**config.mk**
```make
export PLATFORM = sky130hd
export DESIGN_NAME = coulomb_counter_core
export DESIGN_NICKNAME = d
export VERILOG_FILES = /design/src/inc/coulomb_pkg.sv /design/src/rtl/tick_divider.sv /design/src/rtl/host_link_engine.sv /design/src/rtl/coulomb_counter_core.sv
export VERILOG_INCLUDE_DIRS = /design/src /design/src/inc
export SDC_FILE = /design/constraint.sdc
export NUM_CORES = 2
export LEC_CHECK = 0
export BUFFER_PORTS_ARGS = -buffer_cell sky130_fd_sc_hd__clkbuf_2
export CORE_MARGIN = 2
export CORE_UTILIZATION = 45
export CTS_BUF_LIST = sky130_fd_sc_hd__clkbuf_16
export DETAILED_ROUTE_END_ITERATION = 8
export PLACE_DENSITY = 0.65
export SYNTH_ARGS = -nofsm -noshare
export SYNTH_HDL_FRONTEND = slang
export SYNTH_SLANG_ARGS = --single-unit
```
**constraint.sdc**
```tcl
create_clock -name sys_clk_in -period 28.6 [get_ports sys_clk_in]
set_clock_uncertainty 0.1 [all_clocks]
set_input_delay 1.43 -clock sys_clk_in [delete_from_list [all_inputs] [get_ports sys_clk_in]]
set_output_delay 1.43 -clock sys_clk_in [all_outputs]
set_load 0.03 [all_outputs]
```
**src/inc/coulomb_params.svh**
```systemverilog
// Purpose: constants of the charge-accounting core
// Assumes: 40 MHz system clock
// Notes: times in ns, cycle counts derived from them
`ifndef COULOMB_PARAMS_SVH
`define COULOMB_PARAMS_SVH

`define CLK_NS 25
`define CEIL_CYC(ns) (((ns) + `CLK_NS - 1) / `CLK_NS)
`define FLOOR_CYC(ns) ((ns) / `CLK_NS)

`define TICK_NS 878900000
`define SLOW_LAST 8'hff
`define CNT_MAX 16'hffff

`define RAM_BYTES 32
`define FLASH_BASE_NS 60000
`define FLASH_BYTE_NS 30000
`define PROG_NS (`FLASH_BASE_NS + `FLASH_BYTE_NS * `RAM_BYTES)

`define BREAK_NS 190000
`define ONE_LIMIT_NS 75000
`define ONE_LIMIT_CYC 16'(`FLOOR_CYC(`ONE_LIMIT_NS))
`define RESP_NS 250000
`define DBIT_NS 220000
`define DONE_NS 40000
`define DONE_CYC 16'(`CEIL_CYC(`DONE_NS))
`define DZERO_NS 110000
`define BYTE_LAST 4'h7

`define RES_POS 4'h3
`define RES_NEG 4'hd

`define SD_W_NOM 16'h0010
`define SD_T_NOM 25
`define SD_T_STEP 10
`define SD_T_MIN 0
`define SD_T_MAX 60

`define REG_CHG_ACC 5'h00
`define REG_DIS_ACC 5'h01
`define REG_CHG_TIME 5'h02
`define REG_DIS_TIME 5'h03
`define REG_SD_CNT 5'h04
`define REG_MODE 5'h05
`define REG_CLEAR 5'h06
`define REG_COMMAND 5'h07
`define REG_GPIO 5'h08
`define REG_LAST 5'h08

`define MODE_CHG_SLOW 0
`define MODE_DIS_SLOW 1
`define MODE_BUSY 2
`define MODE_SLEEP 3
`define CLR_CHG 0
`define CLR_DIS 1
`define CLR_SD 2
`define CLR_ALL 3'h7
`define GPIO_DIR 0
`define GPIO_LEVEL 1
`define GPIO_PIN 2

`define APB_RAM_BIT 7
`define LINK_RAM_BIT 6
`define LINK_WRITE_BIT 7

`define SYN_PULSE 0
`define SYN_POL 1
`define SYN_GPIO 2

`endif

```
**src/inc/coulomb_pkg.sv**
```systemverilog
// Purpose: types shared by the charge-accounting core
// Assumes: constants come from the params header
// Notes: one packed state struct per module
`include "coulomb_params.svh"
package coulomb_pkg;
	typedef enum logic [1:0] {
		LINK_RX = 2'b00,
		LINK_WAIT = 2'b01,
		LINK_TX_LOW = 2'b10,
		LINK_TX_HIGH = 2'b11
	} link_phase_t;

	typedef enum logic [7:0] {
		CMD_NONE = 8'h00,
		CMD_SLEEP = 8'h01,
		CMD_REG_RESET = 8'h02,
		CMD_PROGRAM = 8'h03,
		CMD_RECALL = 8'h04
	} command_t;

	typedef struct packed {
		logic [31:0] count;
		logic tick;
	} divider_state_t;

	typedef struct packed {
		logic [2:0] sync;
		logic line;
		link_phase_t phase;
		logic [15:0] cnt;
		logic [7:0] shift;
		logic [3:0] bits;
		logic have_cmd;
		logic [7:0] cmd;
		logic level;
		logic oe;
		logic wr;
		logic rd;
		logic edge_seen;
		logic [6:0] addr;
		logic [7:0] wdata;
	} link_state_t;

	typedef struct packed {
		logic [2:0][2:0] sync;
		logic [2:0] stab;
		logic [15:0] chg_acc;
		logic [15:0] dis_acc;
		logic [15:0] chg_time;
		logic [15:0] dis_time;
		logic [15:0] sd_cnt;
		logic [7:0] chg_pre;
		logic [7:0] dis_pre;
		logic chg_slow;
		logic dis_slow;
		logic [15:0] sd_frac;
		logic [3:0] residual;
		logic chop;
		logic active;
		logic dir_charge;
		logic pulse_seen;
		logic [2:0] clr;
		logic busy;
		logic [15:0] prog_cnt;
		logic sleep;
		logic gpio_dir;
		logic gpio_level;
		logic [`RAM_BYTES-1:0][7:0] ram;
		logic [`RAM_BYTES-1:0][7:0] flash;
		logic pready;
		logic pslverr;
		logic [31:0] prdata;
	} main_state_t;
endpackage : coulomb_pkg

```
**src/rtl/tick_divider.sv**
```systemverilog
// Purpose: free-running prescaler from the internal timebase
// Assumes: PERIOD of at least two cycles
// Notes: tick_out is a one-cycle registered pulse
`timescale 1ns/1ps
`include "coulomb_params.svh"
module tick_divider #(
	parameter int unsigned PERIOD = 1000
) (
	input wire logic sys_clk_in,
	input wire logic rst_in,
	input wire logic ce_in,
	output logic tick_out
);
	import coulomb_pkg::*;

	divider_state_t s;
	divider_state_t n;

	always_comb
	begin
		n = s;
		n.tick = 1'b0;
		if (s.count == 32'(PERIOD - 1))
		begin
			n.count = 32'h00000000;
			n.tick = 1'b1;
		end
		else
		begin
			n.count = s.count + 32'h00000001;
		end
	end

	always_ff @(posedge sys_clk_in)
	begin
		if (rst_in)
		begin
			s <= '0;
		end
		else if (ce_in)
		begin
			s <= n;
		end
	end

	assign tick_out = s.tick;
endmodule : tick_divider

```
**src/rtl/host_link_engine.sv**
```systemverilog
// Purpose: bit engine of the single-wire host link
// Assumes: open-drain line, pulled high outside
// Notes: bytes travel lsb first, command msb set means write
`timescale 1ns/1ps
`include "coulomb_params.svh"
module host_link_engine #(
	parameter int unsigned BREAK_CYC = 7600,
	parameter int unsigned RESP_CYC = 10000,
	parameter int unsigned DBIT_CYC = 8800,
	parameter int unsigned DZERO_CYC = 4400
) (
	input wire logic sys_clk_in,
	input wire logic rst_in,
	input wire logic ce_in,
	input wire logic line_in,
	input wire logic [7:0] rd_data_in,
	output logic line_out,
	output logic line_oe_out,
	output logic wr_out,
	output logic rd_out,
	output logic edge_out,
	output logic [6:0] addr_out,
	output logic [7:0] wdata_out
);
	import coulomb_pkg::*;

	link_state_t s;
	link_state_t n;
	logic fall;
	logic rise;
	logic bit_val;
	logic [7:0] byte_val;
	logic [15:0] low_len;

	always_comb
	begin
		n = s;
		n.wr = 1'b0;
		n.rd = 1'b0;
		n.sync = {s.sync[1:0], line_in};
		// first stage only feeds the second
		if (s.sync[1] == s.sync[2])
		begin
			n.line = s.sync[2];
		end
		fall = s.line & ~n.line;
		rise = ~s.line & n.line;
		n.edge_seen = fall | rise;
		bit_val = s.cnt < `ONE_LIMIT_CYC;
		byte_val = {bit_val, s.shift[7:1]};
		low_len = s.shift[0] ? `DONE_CYC : 16'(DZERO_CYC);
		case (s.phase)
			LINK_RX:
			begin
				if (fall)
				begin
					n.cnt = 16'h0000;
				end
				else if (!s.line && s.cnt != `CNT_MAX)
				begin
					n.cnt = s.cnt + 16'h0001;
				end
				if (rise && s.cnt >= 16'(BREAK_CYC))
				begin
					n.bits = 4'h0;
					n.have_cmd = 1'b0;
				end
				else if (rise)
				begin
					n.shift = byte_val;
					n.bits = s.bits + 4'h1;
					if (s.bits == `BYTE_LAST)
					begin
						n.bits = 4'h0;
						if (s.have_cmd)
						begin
							n.wr = 1'b1;
							n.addr = s.cmd[6:0];
							n.wdata = byte_val;
							n.have_cmd = 1'b0;
						end
						else if (byte_val[`LINK_WRITE_BIT])
						begin
							n.cmd = byte_val;
							n.have_cmd = 1'b1;
						end
						else
						begin
							n.rd = 1'b1;
							n.addr = byte_val[6:0];
							n.cnt = 16'h0000;
							n.phase = LINK_WAIT;
						end
					end
				end
			end
			LINK_WAIT:
			begin
				n.cnt = s.cnt + 16'h0001;
				if (s.cnt == 16'(RESP_CYC - 1))
				begin
					n.shift = rd_data_in;
					n.bits = 4'h0;
					n.cnt = 16'h0000;
					n.oe = 1'b1;
					n.level = 1'b0;
					n.phase = LINK_TX_LOW;
				end
			end
			LINK_TX_LOW:
			begin
				n.cnt = s.cnt + 16'h0001;
				if (s.cnt == low_len - 16'h0001)
				begin
					n.oe = 1'b0;
					n.level = 1'b1;
					n.phase = LINK_TX_HIGH;
				end
			end
			LINK_TX_HIGH:
			begin
				n.cnt = s.cnt + 16'h0001;
				if (s.cnt == 16'(DBIT_CYC - 1))
				begin
					n.cnt = 16'h0000;
					if (s.bits == `BYTE_LAST)
					begin
						n.bits = 4'h0;
						n.phase = LINK_RX;
					end
					else
					begin
						n.bits = s.bits + 4'h1;
						n.shift = {1'b0, s.shift[7:1]};
						n.oe = 1'b1;
						n.level = 1'b0;
						n.phase = LINK_TX_LOW;
					end
				end
			end
			default:
			begin
				n.phase = LINK_RX;
			end
		endcase
	end

	// line idles high, so the synchroniser resets high
	always_ff @(posedge sys_clk_in)
	begin
		if (rst_in)
		begin
			s <= '{sync: 3'h7, line: 1'b1, phase: LINK_RX, level: 1'b1, default: '0};
		end
		else if (ce_in)
		begin
			s <= n;
		end
	end

	assign line_out = s.level;
	assign line_oe_out = s.oe;
	assign wr_out = s.wr;
	assign rd_out = s.rd;
	assign edge_out = s.edge_seen;
	assign addr_out = s.addr;
	assign wdata_out = s.wdata;
endmodule : host_link_engine

```
**src/rtl/coulomb_counter_core.sv**
```systemverilog
// Purpose: charge, discharge, time and self-discharge counting with register access
// Assumes: converter delivers a pulse per 3.05 uVh and a polarity level
// Notes: registers reachable over APB and over the single-wire link
// What this block does
// - flash program completes within 60 us plus 30 us per byte, max 1020 us.
// - read answer starts 190 to 320 us later; each bit is 40 or 110 us low within a 220 us bit window.
// - a low held for two samples on the link starts a bit; one-sample glitches are filtered.
// - only one accumulator counts, chosen by the sign of the sense voltage.
// - discharge accumulator counts per 3.05 uVh; its time counter at 1.138 per second.
// - charge accumulator counts per 3.05 uVh; its time counter at 1.138 per second.
// - time counters are 16 bits, wrap past ffff and then set their slow flag.
// - with slow flag set a time counter runs at 1/256 rate.
// - self-discharge counter advances once per hour at 25 C.
// - above 25 C its rate doubles per 10 C, limited at 60 C.
// - below 25 C its rate halves per 10 C, limited at 0 C.
// - converter offset is removed internally without host calibration.
// - host reads and writes ram and flash-backed registers over the link.
// - commands: sleep, reset registers, program flash from ram, recall flash.
// - general-purpose pin direction and level set through registers.
// - writing 1 to a clear bit zeroes that counter, then the bit self-clears.
// - clearing a time counter also clears its slow flag and default rate.
// - slow time counter steps every 225 s instead of every 0.8789 s.
//
// Decided for this implementation: the APB register port and the register addresses.
`timescale 1ns/1ps
`include "coulomb_params.svh"
module coulomb_counter_core #(
	parameter int unsigned TICK_CYC = `CEIL_CYC(`TICK_NS),
	parameter int unsigned PROG_CYC = `FLOOR_CYC(`PROG_NS),
	parameter int unsigned BREAK_CYC = `CEIL_CYC(`BREAK_NS),
	parameter int unsigned RESP_CYC = `FLOOR_CYC(`RESP_NS),
	parameter int unsigned DBIT_CYC = `FLOOR_CYC(`DBIT_NS),
	parameter int unsigned DZERO_CYC = `FLOOR_CYC(`DZERO_NS)
) (
	input wire logic sys_clk_in,
	input wire logic rst_in,
	input wire logic ce_in,
	input wire logic psel_in,
	input wire logic penable_in,
	input wire logic pwrite_in,
	input wire logic [7:0] paddr_in,
	input wire logic [31:0] pwdata_in,
	output logic [31:0] prdata_out,
	output logic pready_out,
	output logic pslverr_out,
	input wire logic conv_pulse_in,
	input wire logic conv_polarity_in,
	input wire logic [7:0] die_temp_in,
	input wire logic single_wire_host_link_in,
	output logic single_wire_host_link_out,
	output logic single_wire_host_link_oe_out,
	input wire logic gpio_in,
	output logic gpio_out,
	output logic gpio_oe_out,
	output logic chop_out,
	output logic sleep_out,
	output logic flash_busy_out
);
	import coulomb_pkg::*;

	main_state_t s;
	main_state_t n;
	logic tick;
	logic link_wr;
	logic link_rd;
	logic link_edge;
	logic [6:0] link_addr;
	logic [7:0] link_wdata;
	logic [7:0] link_rd_data;
	logic [15:0] link_word;
	logic [4:0] link_idx;
	logic [4:0] apb_idx;
	logic apb_ram;
	logic apb_mapped;
	logic apb_access;
	logic pulse_evt;
	logic true_pos;
	logic [16:0] sd_sum;
	logic [1:0] wr_en;
	logic [1:0] wr_ram;
	logic [1:0][4:0] wr_idx;
	logic [1:0][7:0] wr_data;

	function automatic logic [15:0] read_word(main_state_t st, logic ram_sel, logic [4:0] idx);
		logic [15:0] v;
		v = 16'h0000;
		if (ram_sel)
		begin
			v = {8'h00, st.ram[idx]};
		end
		else
		begin
			case (idx)
				`REG_CHG_ACC: v = st.chg_acc;
				`REG_DIS_ACC: v = st.dis_acc;
				`REG_CHG_TIME: v = st.chg_time;
				`REG_DIS_TIME: v = st.dis_time;
				`REG_SD_CNT: v = st.sd_cnt;
				`REG_MODE:
				begin
					v[`MODE_CHG_SLOW] = st.chg_slow;
					v[`MODE_DIS_SLOW] = st.dis_slow;
					v[`MODE_BUSY] = st.busy;
					v[`MODE_SLEEP] = st.sleep;
				end
				`REG_CLEAR: v = {13'h0000, st.clr};
				`REG_GPIO:
				begin
					v[`GPIO_DIR] = st.gpio_dir;
					v[`GPIO_LEVEL] = st.gpio_level;
					v[`GPIO_PIN] = st.stab[`SYN_GPIO];
				end
				default: v = 16'h0000;
			endcase
		end
		return v;
	endfunction : read_word

	// one tick step of a time counter, slow mode waits 256 ticks
	function automatic logic [24:0] time_step(logic slow, logic [7:0] pre, logic [15:0] cnt);
		logic s2;
		logic [7:0] p2;
		logic [15:0] c2;
		s2 = slow;
		p2 = pre;
		c2 = cnt;
		if (slow && pre != `SLOW_LAST)
		begin
			p2 = pre + 8'h01;
		end
		else
		begin
			p2 = 8'h00;
			c2 = cnt + 16'h0001;
			if (cnt == `CNT_MAX)
			begin
				s2 = 1'b1;
			end
		end
		return {s2, p2, c2};
	endfunction : time_step

	// weight per tick; 4096 ticks of nominal weight fill the 16-bit fraction
	function automatic logic [15:0] sd_weight(logic [7:0] temp);
		int t;
		t = int'($signed(temp));
		if (t < `SD_T_MIN)
		begin
			t = `SD_T_MIN;
		end
		if (t > `SD_T_MAX)
		begin
			t = `SD_T_MAX;
		end
		if (t >= `SD_T_NOM)
		begin
			return 16'(`SD_W_NOM << ((t - `SD_T_NOM) / `SD_T_STEP));
		end
		return 16'(`SD_W_NOM >> ((`SD_T_NOM - t + `SD_T_STEP - 1) / `SD_T_STEP));
	endfunction : sd_weight

	tick_divider #(
		.PERIOD(TICK_CYC)
	) u_tick (
		.sys_clk_in(sys_clk_in),
		.rst_in(rst_in),
		.ce_in(ce_in),
		.tick_out(tick)
	);

	host_link_engine #(
		.BREAK_CYC(BREAK_CYC),
		.RESP_CYC(RESP_CYC),
		.DBIT_CYC(DBIT_CYC),
		.DZERO_CYC(DZERO_CYC)
	) u_link (
		.sys_clk_in(sys_clk_in),
		.rst_in(rst_in),
		.ce_in(ce_in),
		.line_in(single_wire_host_link_in),
		.rd_data_in(link_rd_data),
		.line_out(single_wire_host_link_out),
		.line_oe_out(single_wire_host_link_oe_out),
		.wr_out(link_wr),
		.rd_out(link_rd),
		.edge_out(link_edge),
		.addr_out(link_addr),
		.wdata_out(link_wdata)
	);

	// link address: upper half is ram, lower half is register bytes
	assign link_idx = link_addr[`LINK_RAM_BIT] ? link_addr[4:0] : {1'b0, link_addr[4:1]};
	assign link_word = read_word(s, link_addr[`LINK_RAM_BIT], link_idx);
	assign link_rd_data = (link_addr[`LINK_RAM_BIT] || !link_addr[0]) ? link_word[7:0] : link_word[15:8];
	assign apb_ram = paddr_in[`APB_RAM_BIT];
	assign apb_idx = paddr_in[6:2];
	assign apb_mapped = apb_ram || apb_idx <= `REG_LAST;
	assign apb_access = psel_in && penable_in;

	always_comb
	begin
		n = s;
		n.pready = 1'b0;
		for (int k = 0; k < 3; k++)
		begin
			n.sync[k] = {s.sync[k][1:0], (k == `SYN_PULSE) ? conv_pulse_in :
				(k == `SYN_POL) ? conv_polarity_in : gpio_in};
			if (s.sync[k][1] == s.sync[k][2])
			begin
				n.stab[k] = s.sync[k][2];
			end
		end
		pulse_evt = n.stab[`SYN_PULSE] && !s.stab[`SYN_PULSE];
		// chopping swaps converter polarity, so its offset alternates sign and cancels
		true_pos = s.stab[`SYN_POL] ^ s.chop;
		sd_sum = {1'b0, s.sd_frac} + {1'b0, sd_weight(die_temp_in)};

		if (tick)
		begin
			n.chop = !s.chop;
			n.active = s.pulse_seen;
			n.pulse_seen = 1'b0;
			n.sd_frac = sd_sum[15:0];
			if (sd_sum[16])
			begin
				n.sd_cnt = s.sd_cnt + 16'h0001;
			end
			if (s.active && !s.sleep && s.dir_charge)
			begin
				{n.chg_slow, n.chg_pre, n.chg_time} = time_step(s.chg_slow, s.chg_pre, s.chg_time);
			end
			if (s.active && !s.sleep && !s.dir_charge)
			begin
				{n.dis_slow, n.dis_pre, n.dis_time} = time_step(s.dis_slow, s.dis_pre, s.dis_time);
			end
		end

		// residual absorbs small alternating offset before any count is made
		if (pulse_evt && !s.sleep)
		begin
			n.pulse_seen = 1'b1;
			n.dir_charge = true_pos;
			if (true_pos && s.residual == `RES_POS)
			begin
				n.chg_acc = s.chg_acc + 16'h0001;
			end
			else if (true_pos)
			begin
				n.residual = s.residual + 4'h1;
			end
			else if (s.residual == `RES_NEG)
			begin
				n.dis_acc = s.dis_acc + 16'h0001;
			end
			else
			begin
				n.residual = s.residual - 4'h1;
			end
		end

		if (s.clr[`CLR_CHG])
		begin
			n.chg_acc = 16'h0000;
			n.chg_time = 16'h0000;
			n.chg_pre = 8'h00;
			n.chg_slow = 1'b0;
			n.clr[`CLR_CHG] = 1'b0;
		end
		if (s.clr[`CLR_DIS])
		begin
			n.dis_acc = 16'h0000;
			n.dis_time = 16'h0000;
			n.dis_pre = 8'h00;
			n.dis_slow = 1'b0;
			n.clr[`CLR_DIS] = 1'b0;
		end
		if (s.clr[`CLR_SD])
		begin
			n.sd_cnt = 16'h0000;
			n.sd_frac = 16'h0000;
			n.clr[`CLR_SD] = 1'b0;
		end

		if (s.busy)
		begin
			n.prog_cnt = s.prog_cnt + 16'h0001;
			if (s.prog_cnt == 16'(PROG_CYC - 1))
			begin
				n.flash = s.ram;
				n.busy = 1'b0;
			end
		end
		if (link_edge)
		begin
			n.sleep = 1'b0;
		end

		if (apb_access && !s.pready)
		begin
			n.pready = 1'b1;
			n.pslverr = !apb_mapped;
			n.prdata = (apb_mapped && !pwrite_in) ? {16'h0000, read_word(s, apb_ram, apb_idx)} : 32'h00000000;
		end

		// writes land after hardware clears so a new set wins
		wr_en = {apb_access && s.pready && pwrite_in && apb_mapped, link_wr};
		wr_ram = {apb_ram, link_addr[`LINK_RAM_BIT]};
		wr_idx = {apb_idx, link_idx};
		wr_data = {pwdata_in[7:0], link_wdata};
		for (int k = 0; k < 2; k++)
		begin
			if (wr_en[k] && wr_ram[k])
			begin
				n.ram[wr_idx[k]] = wr_data[k];
			end
			else if (wr_en[k] && wr_idx[k] == `REG_CLEAR)
			begin
				n.clr = n.clr | wr_data[k][2:0];
			end
			else if (wr_en[k] && wr_idx[k] == `REG_GPIO)
			begin
				n.gpio_dir = wr_data[k][`GPIO_DIR];
				n.gpio_level = wr_data[k][`GPIO_LEVEL];
			end
			else if (wr_en[k] && wr_idx[k] == `REG_COMMAND && !n.busy)
			begin
				case (command_t'(wr_data[k]))
					CMD_SLEEP: n.sleep = 1'b1;
					CMD_REG_RESET:
					begin
						n.clr = `CLR_ALL;
						n.gpio_dir = 1'b0;
						n.gpio_level = 1'b0;
						n.sleep = 1'b0;
					end
					CMD_PROGRAM:
					begin
						n.busy = 1'b1;
						n.prog_cnt = 16'h0000;
					end
					CMD_RECALL: n.ram = s.flash;
					default: n.busy = n.busy;
				endcase
			end
		end
	end

	always_ff @(posedge sys_clk_in)
	begin
		if (rst_in)
		begin
			s <= '0;
		end
		else if (ce_in)
		begin
			s <= n;
		end
	end

	assign prdata_out = s.prdata;
	assign pready_out = s.pready;
	assign pslverr_out = s.pslverr;
	assign gpio_out = s.gpio_level;
	assign gpio_oe_out = s.gpio_dir;
	assign chop_out = s.chop;
	assign sleep_out = s.sleep;
	assign flash_busy_out = s.busy;
endmodule : coulomb_counter_core

```
==> flow_metrics.py <==
metrics = {
    "global_routing": {
        "grt_pass1_wl_um": 277000,
        "grt_usage_pct": 29.9,
        "overflow": 0,
        "antenna_found_initial": 6,
        "grt_pass1_vias": 46199,
        "grt_max_degree": 234,
    },
    "power_and_ir_drop": {
        "p_per_area_mw_per_mm2": 51.1,
        "p_leak_uw": 0.0190,
        "irDropWorstVdd_v": 0.0000473,
        "power_uw": 2750,
    },
    "detailed_routing": {
        "wl_um": 180000,
        "viasPerCell": 6.48,
        "ant_nets": 0,
        "wl_per_cell_um": 22.5,
        "drc_errors": 0,
        "drt_first_iter_violations": 6543,
        "vias": 51659,
        "first_pass_iters": 8,
    },
    "placed_design": {
        "place_hpwl_um": 109000,
        "placed_cell_area_mm2": 0.0510,
        "port_buffers": 56,
        "gp_congestion": 0.976,
    },
    "clocking": {
        "clk_latency_ns": 0.70,
        "cts_resized": 0,
        "cts_buffer_depth": 3,
        "cts_made_buffers": 89,
        "cts.clk_slew.worst_paths_ns": 0.06,
        "clock_sinks": 779,
        "htree_levels": 3,
        "cts_tree": "built",
        "hold_buffers": 0,
        "postCtsSetupRepairBufs": 0,
        "cts.root.buffer_cell": "clkbuf_16",
    },
    "timing": {
        "worst_pin_slew_ns": 1.62,
        "relSlewSlack_pct": -8.29,
        "fmax_mhz": 74.9,
        "hold_ws_ns": 0.358,
        "tns_ns": 0,
        "rsz0062_at_grt": "no",
        "finalMaxSlewViolations": 91,
        "hold_violations": 0,
        "setup_violations": 0,
        "finalCritPeriodShare_pct": 46.7,
        "period_needed_ns": 13.35,
    },
    "die": {
        "start_util_pct": 45.5,
        "ioPinCount": 99,
        "core_mm2": 0.111,
        "die_height_um": 339,
        "dieArea_mm2": 0.115,
        "std_cell_rows": 122,
        "die_w_um": 339,
    },
    "synth": {
        "synth_area_mm2": 0.0505,
        "synth_edf_count": 0,
        "synth_warnings": 0,
        "synth_cell_types": 111,
        "syn_area_per_cell_um2": 7.44,
        "ys_async_sr_fraction_pct": 0,
        "ys_seq_elements": 779,
        "synth_top_area_share_pct": 30.9,
        "synth_area_leaders": "dfxtp_1 31%, a21oi_1 12%, nor2_1 9.0%",
        "yosysSeqAreaShare_pct": 30.9,
        "yosys.area.top_type": "dfxtp_1",
        "syn_inst": 6784,
        "synth_most_common_cell": "nor2_1",
        "yosys_most_used_dff": "dfxtp_1",
        "ys_top_cells_by_count": "1211 x nor2_1, 1164 x a21oi_1, 779 x dfxtp_1",
    },
    "worst_setup_path": {
        "crit_path_start": "die_temp_in[6]",
        "rr_worst_depth": 15,
        "max_stage_delay_ns": 0.65,
        "crit_path_max_fanout": 19,
        "r2r_start": "u_link.addr_out[6]$_SDFFE_PP0P_",
        "r2r-end": "s[408]$_SDFFE_PP0P_",
        "crit_slowest_cell": "o31ai_1",
        "cp.arrival_ns": 13.80,
        "rrSetupSlack_ns": 22.65,
        "crit_type": "in -> reg",
        "start_kind": "primary input",
        "crit_path_end_kind": "flop",
        "worstPathRequired_ns": 29.05,
        "crit_path_frequent_cell": "ha_1",
        "crit_end": "s[623]$_SDFFE_PP0P_",
    },
    "layout": {
        "design_area_mm2": 0.0539,
        "drive_above_1_share_pct": 7.49,
        "final_core_util_pct": 48.5,
        "area_growth_pct": 6.71,
        "fin_nets": 6536,
    },
    "status": {
        "violations": "capacitance limit, slew limit",
        "outcome": "finished, violations left",
    },
    "run": {
        "drv_cap": 1,
    },
    "min_path": {
        "hp-class": "reg -> reg",
    },
}
-- power by group --
part           total (µW)  internal, µW  switching [µW]
Sequential           1150          1110            37.4
Combinational         471           170             300
Clock                1140           633             503
-- worst max-delay path, delay by kind of cell --
family / cells / cell delay (ns)
AO/OA/AOI/OAI: 24 / 6.36
XOR/XNOR: 2 / 0.42
adder cells (fa/ha/maj): 6 / 2.02
buffers and inverters: 6 / 0.86
AND/OR/NAND/NOR: 13 / 2.70
-- flip-flops by register name, summed over array words and instances (netlist names) --
| signal | cells |
|---|---|
| chop_out | 1 |
| flash_busy_out | 1 |
| gpio_oe_out | 1 |
| gpio_out | 1 |
| n | 6 |
| prdata_out | 16 |
| pready_out | 1 |
| pslverr_out | 1 |
| s | 658 |
| sleep_out | 1 |
| u_link.addr_out | 6 |
| u_link.byte_val | 7 |
| u_link.edge_out | 1 |
| u_link.line_oe_out | 1 |
| u_link.line_out | 1 |
| u_link.n | 2 |
| u_link.s | 32 |
| u_link.wdata_out | 8 |
| u_link.wr_out | 1 |
| u_tick.s | 32 |
| u_tick.tick_out | 1 |
-- routing by layer --
layer | part of all wire [%] | global-route usage, % | routed length (µm)
met1 | 42 | 41.2 | 74600
met4 | 4.4 | 12.6 | 7870
met5 | 0.045 | 0 | 80
met3 | 12 | 7.51 | 21000
met2 | 42 | 44.1 | 76000
-- placed cells by master (no fill, tap or decap), types with 11 or more instances in the layout --
cell | netlist | final
o21ai_0 | 105 | 105
nor2b_1 | 22 | 21
mux4_2 | 142 | 142
conb_1 | 2 | 20
o211ai_1 | 11 | 11
xor2_1 | 88 | 88
o31ai_1 | 15 | 15
nor4_1 | 20 | 20
a21o_1 | 17 | 17
clkinv_2 | 0 | 14
inv_1 | 54 | 79
a22oi_1 | 77 | 77
ha_1 | 62 | 62
clkbuf_16 | 0 | 89
xnor2_1 | 65 | 65
o22ai_1 | 38 | 38
a221oi_1 | 18 | 18
nand2b_1 | 26 | 26
a22o_1 | 265 | 265
a211oi_1 | 553 | 553
nand2_1 | 773 | 772
clkinv_1 | 2 | 22
nand3_1 | 86 | 86
buf_4 | 35 | 84
nor2_1 | 1211 | 1210
nor3_1 | 73 | 71
nor3b_1 | 14 | 14
a31oi_1 | 24 | 23
a21oi_1 | 1164 | 1164
dfxtp_1 | 779 | 771
or3_1 | 32 | 32
and3_1 | 43 | 43
nand4_1 | 50 | 50
mux2i_1 | 58 | 56
and2_1 | 15 | 15
clkbuf_2 | 0 | 52
-- through the flow --
stage	worst slack, ns	instances
after floorplan	16.86	6802
after global placement	14.70	7811
after detailed placement	14.75	7811
after CTS	15.39	7976
after global routing	13.85	7976
final	15.25	7977
-- logic make-up (layout without fill, tap and decap cells) --
logic type / after synthesis / after routing / synth area share [%]
AO/OA/AOI/OAI: 2450 / 2450 / 31.2
adder cells (fa/ha/maj): 65 / 65 / 1.64
AND/OR/NAND/NOR: 2442 / 2442 / 20.4
XOR/XNOR: 155 / 155 / 2.72
buffers and inverters: 682 / 368 / 5.40
flip-flops: 779 / 779 / 30.9
multiplexers: 209 / 209 / 7.69
other: 2 / 21 / 0.0149
-- worst min path at each step --
stage | startpoint | endpoint | depth (start not counted) | slack (ns)
final | u_link.n[61]$_SDFFE_PP1P_ | u_link.n[62]$_SDFFE_PP1P_ | 1 | 0.36
after global routing | s[699]$_SDFFE_PP0P_ | s[692]$_SDFFE_PP0P_ | 2 | 0.37
after detailed placement | u_link.n[61]$_SDFFE_PP1P_ | u_link.n[62]$_SDFFE_PP1P_ | 1 | 0.35
after floorplan | u_link.n[61]$_SDFFE_PP1P_ | u_link.n[62]$_SDFFE_PP1P_ | 1 | 0.33
after global placement | u_link.n[61]$_SDFFE_PP1P_ | u_link.n[62]$_SDFFE_PP1P_ | 1 | 0.34
after CTS | s[699]$_SDFFE_PP0P_ | s[692]$_SDFFE_PP0P_ | 2 | 0.36
-- layout make-up --
class                      instances  area (µm²)
clock inverter                    76         597
timing repair buffer             145        1060
multi-input combinational       5341       32300
sequential                       779       15600
antenna                            1        2.50
tap                             1488        1860
clock buffer                      89        2230
inverter                          58         218
fill                           10880       57100
Note: power is estimated with default switching activity, not from simulation.
